File: src/verilog/gmo_pkg.sv
package gmo_pkg;

  // Register window relative to the control register base
  localparam logic [15:0] OFS_WINDOW_BASE = 16'h8300;
  localparam logic [15:0] OFS_WINDOW_LAST = 16'h83FF;
  localparam logic [15:0] OFS_WRITE_LOCK_KEY = 16'h8300;
  localparam logic [15:0] OFS_GENERAL_CONFIG = 16'h8304;
  localparam logic [15:0] OFS_TIMING_CONFIG = 16'h8308;
  localparam logic [15:0] OFS_OUTPUT_CONFIG = 16'h830C;
  localparam logic [15:0] OFS_FRAME_BUFFER_START = 16'h8310;
  localparam logic [15:0] OFS_COMPRESSED_BUFFER_START = 16'h8314;
  localparam logic [15:0] OFS_POINTER_PATTERN_START = 16'h8318;
  localparam logic [15:0] OFS_RESERVED_GAP = 16'h831C;
  localparam logic [15:0] OFS_VIDEO_BUFFER_START = 16'h8320;
  localparam logic [15:0] OFS_LINE_SPACING = 16'h8324;
  localparam logic [15:0] OFS_LINE_BUFFER_SIZE = 16'h8328;
  localparam logic [15:0] OFS_APERTURE_CONFIG = 16'h83F0;

  // Reset value shared by every register of the bank
  localparam logic [31:0] RST_REG = 32'h0000_0000;
  // Key that opens the protected registers (arbitrary value)
  localparam logic [31:0] UNLOCK_KEY = 32'h0000_A5C3;

  // General configuration fields
  localparam int GC_BPP16_BIT = 0;
  localparam int GC_RES_LSB = 1;
  // Aperture configuration fields
  localparam int AP_START_LSB = 0;
  localparam int AP_SIZE_LSB = 13;
  localparam int AP_VGA_LSB = 17;
  // Line spacing fields
  localparam int LS_FRAME_MSB = 11;
  localparam int LS_CB_LSB = 12;

  // Aperture granules and limits
  localparam int APERTURE_UNIT_SHIFT = 19;
  localparam logic [3:0] MAX_APERTURE_UNITS = 4'h8;
  localparam int VGA_UNIT_SHIFT = 18;
  localparam int VGA_SPAN_BITS = 18;
  localparam int SHIFT_DELTA_1K = 10;
  localparam int SHIFT_DELTA_2K = 11;
  localparam logic [11:0] DELTA_1K = 12'h400;
  localparam logic [11:0] DELTA_2K = 12'h800;
  localparam logic [8:0] VGA13_PITCH = 9'h140;
  localparam logic [8:0] VGA_PLANAR_PITCH = 9'h050;
  localparam int CURSOR_LINE_SHIFT = 3;
  localparam logic [10:0] WIDTH_640 = 11'h280;
  localparam logic [10:0] WIDTH_800 = 11'h320;
  localparam logic [10:0] WIDTH_1024 = 11'h400;
  localparam logic [10:0] WIDTH_1280 = 11'h500;

  typedef enum logic [1:0] {RES_640, RES_800, RES_1024, RES_1280} gmo_res_type;
  typedef enum logic [2:0] {
    BUF_FRAME, BUF_COMP, BUF_VGA13, BUF_VGAPLANAR, BUF_CURSOR
  } gmo_buf_type;

  typedef struct packed {
    logic write;
    logic read;
    logic [15:0] addr;
    logic [3:0] byteEn;
    logic [31:0] data;
  } gmo_reg_req_type;

  typedef struct packed {
    logic valid;
    gmo_buf_type sel;
    logic [10:0] x;
    logic [10:0] y;
  } gmo_pix_req_type;

  typedef struct packed {
    logic valid;
    logic inAperture;
    logic [19:0] wordOffset;
    logic [3:0] byteEn;
  } gmo_mem_acc_type;

endpackage : gmo_pkg
File: src/verilog/gmo_memory_org.sv
`timescale 1ns/1ns
// Function
// - Graphics memory up to 4 MB above RAM
// - Aperture sits at top of installed RAM
// - Aperture start and size in 512 KB steps
// - Accesses use 20-bit dword offset, byte enables
// - Frame offset concatenates row above column
// - 8-bpp modes except 1280 use 1024-byte delta
// - 16-bpp and 1280x8 use 2048-byte delta
// - Compressed line stored in gap after line
// - 1024x768 compressed buffer linear after frame
// - Leftmost pixel in lowest byte of dword
// - Supported resolutions and depths per mode
// - VGA data in 256 KB aperture region
// - Direct refresh of mode 13h and planar modes
// - Register bank is 100h bytes at 8300h
// - Programmable starts, line spacing, buffer size
// - Lock blocks critical writes, reads always allowed
module gmo_memory_org
  import gmo_pkg::*;
(
  // Clock and reset
  input wire logic mclk,
  input wire logic resetn,
  // Memory-mapped register port
  input wire gmo_reg_req_type regReq,
  output logic [31:0] regRdData,
  output logic regRdValid,
  // System address decode
  input wire logic sysValid,
  input wire logic [31:0] sysAddr,
  output logic apertureHit,
  output logic [21:0] apertureOffset,
  // Pixel and buffer access
  input wire gmo_pix_req_type pixReq,
  output gmo_mem_acc_type memAcc,
  // Status
  output logic unlocked,
  output logic modeInvalid
);

  // Line delta shift for a display mode
  function automatic int unsigned lineShift(input logic bpp16,
                                            input gmo_res_type res);
    if (bpp16 || res == RES_1280) begin
      return SHIFT_DELTA_2K;
    end
    return SHIFT_DELTA_1K;
  endfunction : lineShift

  // Active width in pixels
  function automatic logic [10:0] resWidth(input gmo_res_type res);
    case (res)
      RES_640: resWidth = WIDTH_640;
      RES_800: resWidth = WIDTH_800;
      RES_1024: resWidth = WIDTH_1024;
      default: resWidth = WIDTH_1280;
    endcase
  endfunction : resWidth

  // Byte-lane merge of a register write
  function automatic logic [31:0] mergeBytes(input logic [31:0] old,
                                             input logic [31:0] wr,
                                             input logic [3:0] be);
    logic [31:0] r;
    r = old;
    for (int i = 0; i < 4; i++) begin
      if (be[i]) begin
        r[8*i +: 8] = wr[8*i +: 8];
      end
    end
    return r;
  endfunction : mergeBytes

  // Register bank state
  logic [31:0] lockKey_ff, nxt_lockKey;
  logic [31:0] genCfg_ff, nxt_genCfg;
  logic [31:0] timCfg_ff, nxt_timCfg;
  logic [31:0] outCfg_ff, nxt_outCfg;
  logic [31:0] fbStart_ff, nxt_fbStart;
  logic [31:0] cbStart_ff, nxt_cbStart;
  logic [31:0] curStart_ff, nxt_curStart;
  logic [31:0] vidStart_ff, nxt_vidStart;
  logic [31:0] lineSp_ff, nxt_lineSp;
  logic [31:0] bufSize_ff, nxt_bufSize;
  logic [31:0] apCfg_ff, nxt_apCfg;
  logic [31:0] rdData_ff, nxt_rdData;
  logic rdValid_ff, nxt_rdValid;

  // Decoded configuration
  logic bpp16;
  gmo_res_type res;
  logic [12:0] apStart;
  logic [3:0] apSize;
  logic [3:0] vgaBase;
  logic [11:0] frameDelta;
  logic inWindow;

  assign bpp16 = genCfg_ff[GC_BPP16_BIT];
  assign res = gmo_res_type'(genCfg_ff[GC_RES_LSB +: 2]);
  assign apStart = apCfg_ff[AP_START_LSB +: 13];
  assign apSize = apCfg_ff[AP_SIZE_LSB +: 4];
  assign vgaBase = apCfg_ff[AP_VGA_LSB +: 4];
  assign frameDelta = (lineShift(bpp16, res) == SHIFT_DELTA_2K) ?
                      DELTA_2K : DELTA_1K;
  assign unlocked = (lockKey_ff == UNLOCK_KEY);
  assign inWindow = (regReq.addr >= OFS_WINDOW_BASE) &&
                    (regReq.addr <= OFS_WINDOW_LAST);

  // Register writes, gated by the lock except the lock key itself
  always_comb begin
    logic wrOk;
    wrOk = regReq.write && unlocked;
    nxt_lockKey = lockKey_ff;
    nxt_genCfg = genCfg_ff;
    nxt_timCfg = timCfg_ff;
    nxt_outCfg = outCfg_ff;
    nxt_fbStart = fbStart_ff;
    nxt_cbStart = cbStart_ff;
    nxt_curStart = curStart_ff;
    nxt_vidStart = vidStart_ff;
    nxt_lineSp = lineSp_ff;
    nxt_bufSize = bufSize_ff;
    nxt_apCfg = apCfg_ff;
    if (regReq.write && regReq.addr == OFS_WRITE_LOCK_KEY) begin
      nxt_lockKey = mergeBytes(lockKey_ff, regReq.data, regReq.byteEn);
    end
    if (wrOk) begin
      case (regReq.addr)
        OFS_GENERAL_CONFIG: begin
          nxt_genCfg = mergeBytes(genCfg_ff, regReq.data, regReq.byteEn);
        end
        OFS_TIMING_CONFIG: begin
          nxt_timCfg = mergeBytes(timCfg_ff, regReq.data, regReq.byteEn);
        end
        OFS_OUTPUT_CONFIG: begin
          nxt_outCfg = mergeBytes(outCfg_ff, regReq.data, regReq.byteEn);
        end
        OFS_FRAME_BUFFER_START: begin
          nxt_fbStart = mergeBytes(fbStart_ff, regReq.data, regReq.byteEn);
        end
        OFS_COMPRESSED_BUFFER_START: begin
          nxt_cbStart = mergeBytes(cbStart_ff, regReq.data, regReq.byteEn);
        end
        OFS_POINTER_PATTERN_START: begin
          nxt_curStart = mergeBytes(curStart_ff, regReq.data,
                                    regReq.byteEn);
        end
        OFS_VIDEO_BUFFER_START: begin
          nxt_vidStart = mergeBytes(vidStart_ff, regReq.data,
                                    regReq.byteEn);
        end
        OFS_LINE_SPACING: begin
          nxt_lineSp = mergeBytes(lineSp_ff, regReq.data, regReq.byteEn);
        end
        OFS_LINE_BUFFER_SIZE: begin
          nxt_bufSize = mergeBytes(bufSize_ff, regReq.data, regReq.byteEn);
        end
        OFS_APERTURE_CONFIG: begin
          nxt_apCfg = mergeBytes(apCfg_ff, regReq.data, regReq.byteEn);
        end
        default: ;
      endcase
    end
  end

  // Register reads, never blocked by the lock
  always_comb begin
    nxt_rdValid = regReq.read && inWindow;
    nxt_rdData = RST_REG;
    if (regReq.read) begin
      case (regReq.addr)
        OFS_WRITE_LOCK_KEY: nxt_rdData = lockKey_ff;
        OFS_GENERAL_CONFIG: nxt_rdData = genCfg_ff;
        OFS_TIMING_CONFIG: nxt_rdData = timCfg_ff;
        OFS_OUTPUT_CONFIG: nxt_rdData = outCfg_ff;
        OFS_FRAME_BUFFER_START: nxt_rdData = fbStart_ff;
        OFS_COMPRESSED_BUFFER_START: nxt_rdData = cbStart_ff;
        OFS_POINTER_PATTERN_START: nxt_rdData = curStart_ff;
        OFS_VIDEO_BUFFER_START: nxt_rdData = vidStart_ff;
        OFS_LINE_SPACING: begin
          nxt_rdData = {lineSp_ff[31:LS_FRAME_MSB+1], frameDelta};
        end
        OFS_LINE_BUFFER_SIZE: nxt_rdData = bufSize_ff;
        OFS_APERTURE_CONFIG: nxt_rdData = apCfg_ff;
        default: nxt_rdData = RST_REG;
      endcase
    end
  end

  // Register bank flops
  always_ff @(posedge mclk or negedge resetn) begin
    if (!resetn) begin
      lockKey_ff <= RST_REG;
      genCfg_ff <= RST_REG;
      timCfg_ff <= RST_REG;
      outCfg_ff <= RST_REG;
      fbStart_ff <= RST_REG;
      cbStart_ff <= RST_REG;
      curStart_ff <= RST_REG;
      vidStart_ff <= RST_REG;
      lineSp_ff <= RST_REG;
      bufSize_ff <= RST_REG;
      apCfg_ff <= RST_REG;
      rdData_ff <= RST_REG;
      rdValid_ff <= 1'b0;
    end else begin
      lockKey_ff <= nxt_lockKey;
      genCfg_ff <= nxt_genCfg;
      timCfg_ff <= nxt_timCfg;
      outCfg_ff <= nxt_outCfg;
      fbStart_ff <= nxt_fbStart;
      cbStart_ff <= nxt_cbStart;
      curStart_ff <= nxt_curStart;
      vidStart_ff <= nxt_vidStart;
      lineSp_ff <= nxt_lineSp;
      bufSize_ff <= nxt_bufSize;
      apCfg_ff <= nxt_apCfg;
      rdData_ff <= nxt_rdData;
      rdValid_ff <= nxt_rdValid;
    end
  end

  assign regRdData = rdData_ff;
  assign regRdValid = rdValid_ff;

  // Aperture decode and offset state
  logic apHit_ff, nxt_apHit;
  logic [21:0] apOfs_ff, nxt_apOfs;
  logic modeBad_ff, nxt_modeBad;
  logic [3:0] apUnits;

  // Aperture size clamped at 4 MB
  assign apUnits = (apSize > MAX_APERTURE_UNITS) ?
                   MAX_APERTURE_UNITS : apSize;

  // Hit test against the programmed aperture window
  always_comb begin
    logic [13:0] apEnd;
    apEnd = {1'b0, apStart} + {10'h000, apUnits};
    nxt_apHit = sysValid && (apUnits != 4'h0) &&
                ({1'b0, sysAddr[31:APERTURE_UNIT_SHIFT]} >=
                 {1'b0, apStart}) &&
                ({1'b0, sysAddr[31:APERTURE_UNIT_SHIFT]} < apEnd);
    nxt_apOfs = sysAddr[21:0] - {apStart[2:0], 19'h0_0000};
    nxt_modeBad = bpp16 && (res == RES_1280);
  end

  // Address generation next state
  gmo_mem_acc_type acc_ff, nxt_acc;

  always_comb begin
    logic [21:0] rowBase;
    logic [21:0] xBytes;
    logic [21:0] lineBytes;
    logic [21:0] ofs;
    logic [21:0] apBytes;
    logic [9:0] cbPitch;
    rowBase = 22'(pixReq.y) << lineShift(bpp16, res);
    xBytes = bpp16 ? {10'h000, pixReq.x, 1'b0} : {11'h000, pixReq.x};
    lineBytes = bpp16 ? {10'h000, resWidth(res), 1'b0} :
                        {11'h000, resWidth(res)};
    cbPitch = lineSp_ff[LS_CB_LSB +: 10];
    apBytes = 22'(apUnits) << APERTURE_UNIT_SHIFT;
    ofs = 22'h00_0000;
    nxt_acc.byteEn = 4'h1 << pixReq.x[1:0];
    case (pixReq.sel)
      BUF_FRAME: begin
        ofs = fbStart_ff[21:0] + (rowBase | xBytes);
        if (bpp16) begin
          nxt_acc.byteEn = ofs[1] ? 4'hC : 4'h3;
        end else begin
          nxt_acc.byteEn = 4'h1 << ofs[1:0];
        end
      end
      BUF_COMP: begin
        if (res == RES_1024) begin
          ofs = cbStart_ff[21:0] + 22'(pixReq.y) * 22'(cbPitch) +
                {11'h000, pixReq.x};
        end else begin
          ofs = fbStart_ff[21:0] + (rowBase | lineBytes) +
                {11'h000, pixReq.x};
        end
        nxt_acc.byteEn = 4'h1 << ofs[1:0];
      end
      BUF_VGA13: begin
        ofs = (22'(vgaBase) << VGA_UNIT_SHIFT) +
              {4'h0, 18'(18'(pixReq.y) * 18'(VGA13_PITCH) +
                         18'(pixReq.x))};
        nxt_acc.byteEn = 4'h1 << ofs[1:0];
      end
      BUF_VGAPLANAR: begin
        ofs = (22'(vgaBase) << VGA_UNIT_SHIFT) +
              {4'h0, 18'((18'(pixReq.y) * 18'(VGA_PLANAR_PITCH) +
                          18'(pixReq.x[10:3])) << 2)};
        nxt_acc.byteEn = 4'hF;
      end
      BUF_CURSOR: begin
        ofs = curStart_ff[21:0] + (22'(pixReq.y) << CURSOR_LINE_SHIFT) +
              {11'h000, pixReq.x};
        nxt_acc.byteEn = 4'h1 << ofs[1:0];
      end
      default: begin
        ofs = 22'h00_0000;
      end
    endcase
    nxt_acc.valid = pixReq.valid;
    nxt_acc.wordOffset = ofs[21:2];
    nxt_acc.inAperture = (ofs < apBytes) || (apUnits == MAX_APERTURE_UNITS);
    if (!pixReq.valid) begin
      nxt_acc.byteEn = 4'h0;
    end
  end

  // Decode and address flops
  always_ff @(posedge mclk or negedge resetn) begin
    if (!resetn) begin
      apHit_ff <= 1'b0;
      apOfs_ff <= 22'h00_0000;
      modeBad_ff <= 1'b0;
      acc_ff <= '0;
    end else begin
      apHit_ff <= nxt_apHit;
      apOfs_ff <= nxt_apOfs;
      modeBad_ff <= nxt_modeBad;
      acc_ff <= nxt_acc;
    end
  end

  assign apertureHit = apHit_ff;
  assign apertureOffset = apOfs_ff;
  assign modeInvalid = modeBad_ff;
  assign memAcc = acc_ff;
endmodule : gmo_memory_org

File: config.mk
export PLATFORM = sky130hd
export DESIGN_NAME = gmo_memory_org
export DESIGN_NICKNAME = d
export VERILOG_FILES = /design/src/verilog/gmo_pkg.sv /design/src/verilog/gmo_memory_org.sv
export SDC_FILE = /design/constraint.sdc
export NUM_CORES = 1
export LEC_CHECK = 0
export ABC_AREA = 1
export BUFFER_PORTS_ARGS = -buffer_cell sky130_fd_sc_hd__buf_4
export CAP_MARGIN = 20
export CELL_PAD_IN_SITES_DETAIL_PLACEMENT = 1
export CELL_PAD_IN_SITES_GLOBAL_PLACEMENT = 2
export CORE_UTILIZATION = 35
export CTS_CLUSTER_DIAMETER = 50
export CTS_CLUSTER_SIZE = 10
export DETAILED_ROUTE_END_ITERATION = 12
export GPL_TIMING_DRIVEN = 0
export HOLD_SLACK_MARGIN = 0.12
export PLACE_DENSITY = 0.79
export SYNTH_ARGS = -nofsm -noshare
export SYNTH_HDL_FRONTEND = slang
export SYNTH_SLANG_ARGS = --single-unit
File: constraint.sdc
create_clock -name mclk -period 5.88 [get_ports mclk]
set_input_delay 0.882 -clock mclk [delete_from_list [all_inputs] [get_ports mclk]]
set_output_delay 0.882 -clock mclk [all_outputs]
set_load 0.05 [all_outputs]
==> flow_summary.yaml <==
status:
  status: "finished clean"
sta:
  rsz0062_at_grt: "yes"
  period_share_pct: 97.7
  max_freq_mhz: 174
  hold_violations: 0
  fin_setup_tns_ns: 0
  period_minus_slack_ns: 5.74
  drv_slew: 0
  fin_ws_ns: 0.138
  setup_viol: 0
  clock_skew_ns: 0.0401
  worst_slew_pin_slew_ns: 1.05
  relSlewSlack_pct: 30.1
logic_synthesis:
  synth-edff-count: 0
  synth_ff_type: "dfrtp_1"
  synthDistinctLibCells: 49
  netlist_area_um2: 28400
  ys_ff_latch: 423
  synth_async_sr_flop_share_pct: 100
  avgSynthCellArea_um2: 7.87
  synth_fp_nets: 4034
  yosys_warnings: 0
  yosysSeqAreaShare_pct: 37.2
  syn_inst: 3613
placement:
  port_buffers: 198
  postPlaceCellArea_um2: 31300
  globalplace.congestion: 0.950
  post-dp-hpwl_um: 91600
  pre_cts_ws_ns: -1.28
route:
  wl_per_cell_um: 23.4
  drt_iter0_drc: 1925
  wirelength_um: 117000
  via_count: 26470
  wl_met3_um: 5760
  drc: 0
  drt-vias-per-instance: 5.31
  routed.top_layer: "met4"
  wl_met1_um: 52000
  ant_nets: 0
  firstDrtPassIters: 5
  route.met2.wl_um: 55400
finish:
  antenna_cells: 0
  final_common_cell: "nand2_1"
  nets: 4304
  nFillCells: 9783
  final_area_um2: 34000
  syn_to_final_growth_pct: 19.6
  layout_common_cells: "938 x nand2_1, 493 x inv_1, 473 x o21ai_0, 417 x dfrtp_1, 215 x buf_4"
  utilization_pct: 42.3
  drive_above_1_share_pct: 11.0
power_and_ir_drop:
  p_per_area_nw_per_um2: 234
  leakagePower_nw: 16.8
  vdd.ir_drop.worst_mv: 0.191
  total_power_mw: 7.94
setup_path:
  path_max_fanout: 15
  slowest_delay_ns: 0.57
  slowest_stage: "fa_1"
  reg2reg_slack_ns: 0.16
  cp-startpoint: "pixReq[7]"
  reg2reg_from: "lineSp_ff[14]"
  cpMostUsedCell: "nand2_1"
  critPathBufInv: 5
  endpoint_kind: "register"
  critPathArrivalTime_ns: 6.24
  critPathTopFamily: "adder cells"
  worstSetupPathType: "in2reg"
  start_kind: "input port"
  worstPathRequired_ns: 6.38
clock_network:
  h-tree-depth: 3
  root_buffer: "clkbuf_16"
  clkSinkCount: 423
  numCtsBuffers: 68
  clk_pin_slew_ns: 0.05
  cts_buffer_depth: 3
  clock_latency_ns: 0.63
  cts_tree: "yes"
floorplanning:
  core_um2: 80400
  die_h_um: 287
  dieWidth_um: 287
  die-area_um2: 82300
  rows: 104
  start_util_pct: 35.3
  num_io_pins: 199
grt:
  grt_pass1_wl_um: 175000
  grt_max_degree: 118
  globalRouteTotalUtil_pct: 28.4
  first_global_vias: 27318
  antenna_found_initial: 1
  overflow: 0
hold_path:
  hold_class: "in2async"
flow_run:
  maxCapViolCount: 0
## stage by stage
step | instances | hold WS, ns
2_1_floorplan | 3613 | 0.448
3_3_place_gp | 4871 | 0.460
3_5_place_dp | 4874 | 0.473
4_1_cts | 4984 | 0.334
5_1_grt | 4988 | 0.336
6_report | 4988 | 0.281
## sequential cells by signal (all words and copies together), names as in the netlist, 20 cells and up
signal	cells
apCfg_ff	32
regRdData	32
fbStart_ff	32
bufSize_ff	32
timCfg_ff	32
curStart_ff	32
apertureOffset	22
outCfg_ff	32
cbStart_ff	32
vidStart_ff	32
lockKey_ff	32
genCfg_ff	32
memAcc	26
lineSp_ff	20
## kinds of logic (layout without fill, tap and decap cells)
group / count (synthesis) / in the layout / share of synthesized area, %
AOI/OAI and AO/OA: 773 / 773 / 15.1
and+or+nand+nor: 1437 / 1437 / 20.9
xor gates and xnor gates: 34 / 34 / 1.05
DFF: 423 / 423 / 37.2
buffers and inverters: 640 / 955 / 8.73
adders and majority gates: 306 / 306 / 17.0
## power by group
group	leakage, nW	switching [mW]	internal, mW
clock network	1.14	1.56	2.63
registers	5.83	0.00782	2.94
logic	9.86	0.562	0.238
total	16.8	2.13	5.81
## synthesized netlist by cell type (all sizes together) (7+ instances only)
| cell type | instances | area, um2 |
|---|---|---|
| a21oi | 133 | 666 |
| nand3b | 15 | 113 |
| a211oi | 7 | 52.6 |
| nand3 | 140 | 711 |
| a22oi | 58 | 435 |
| nand2 | 952 | 3590 |
| nor4 | 10 | 77.6 |
| o21ai | 480 | 2400 |
| o21bai | 11 | 82.6 |
| nor2 | 222 | 858 |
| nor3 | 24 | 120 |
| a21boi | 14 | 105 |
| xor2 | 21 | 184 |
| xnor2 | 13 | 114 |
| nand4 | 54 | 338 |
| inv | 497 | 1870 |
| a21o | 8 | 60.1 |
| clkbuf | 104 | 390 |
| buf | 33 | 204 |
| or2 | 10 | 62.6 |
| a22o | 15 | 131 |
| o211ai | 10 | 75.1 |
| dfrtp | 423 | 10600 |
| fa | 132 | 2640 |
| ha | 174 | 2180 |
## layer usage
layer | vias up | global-route usage (%)
met1 | 13307 | 38.0
met3 | 160 | 3.67
met5 | - | 0
met4 | 0 | 9.07
li1 | 12293 | -
met2 | 710 | 47.6
## layout make-up
class                      instances  area (um2)  share of cell area (%)
inverter                         503        1890                    5.55
sequential                       423       10600                    31.2
clock inverter                    37         561                    1.65
timing repair buffer             212        1670                    4.90
buffer                           125         621                    1.83
tap                             1060        1330                    3.90
clock buffer                      78        1780                    5.23
multi-input combinational       2550       15600                    45.8
## what timing repair did
action,CTS,global route
gates resized for setup,42,41
hold buffers,0,0
pin swaps,7,11
endpoints found under the setup margin,2,1
cloned,0,0
buffers inserted,7,4
endpoints found under the hold margin,0,0
## worst register-to-register path: stages (launching register included)
cell and delay, ns:
dfrtp_2 0.42, clkbuf_8 0.19, nand2_1 0.08, fa_1 0.51, inv_1 0.05, fa_1 0.51
fa_1 0.52, fa_1 0.49, inv_1 0.05, fa_1 0.47, inv_1 0.06, ha_4 0.25
a21oi_1 0.27, o21bai_2 0.11, o21ai_0 0.17, nand3_1 0.11, xor2_1 0.14, nand2_1 0.11
nand3_2 0.15, nand3b_1 0.27, ha_1 0.41, nand2_1 0.05, inv_1 0.04, nand2_1 0.04
nand2_1 0.07, nand2_1 0.05
## path summary, 6_finish.rpt
kind                                     endpoint  cells after the start
min in group mclk               apertureOffset[8]                      1
worst min-delay path                   memAcc[19]                      1
worst min register to register    curStart_ff[28]                      2
worst max-delay path                   memAcc[24]                     25
max in group asynchronous              regRdValid                      3
worst max register to register         memAcc[24]                     25
Note: power is estimated with default switching activity, not from simulation.
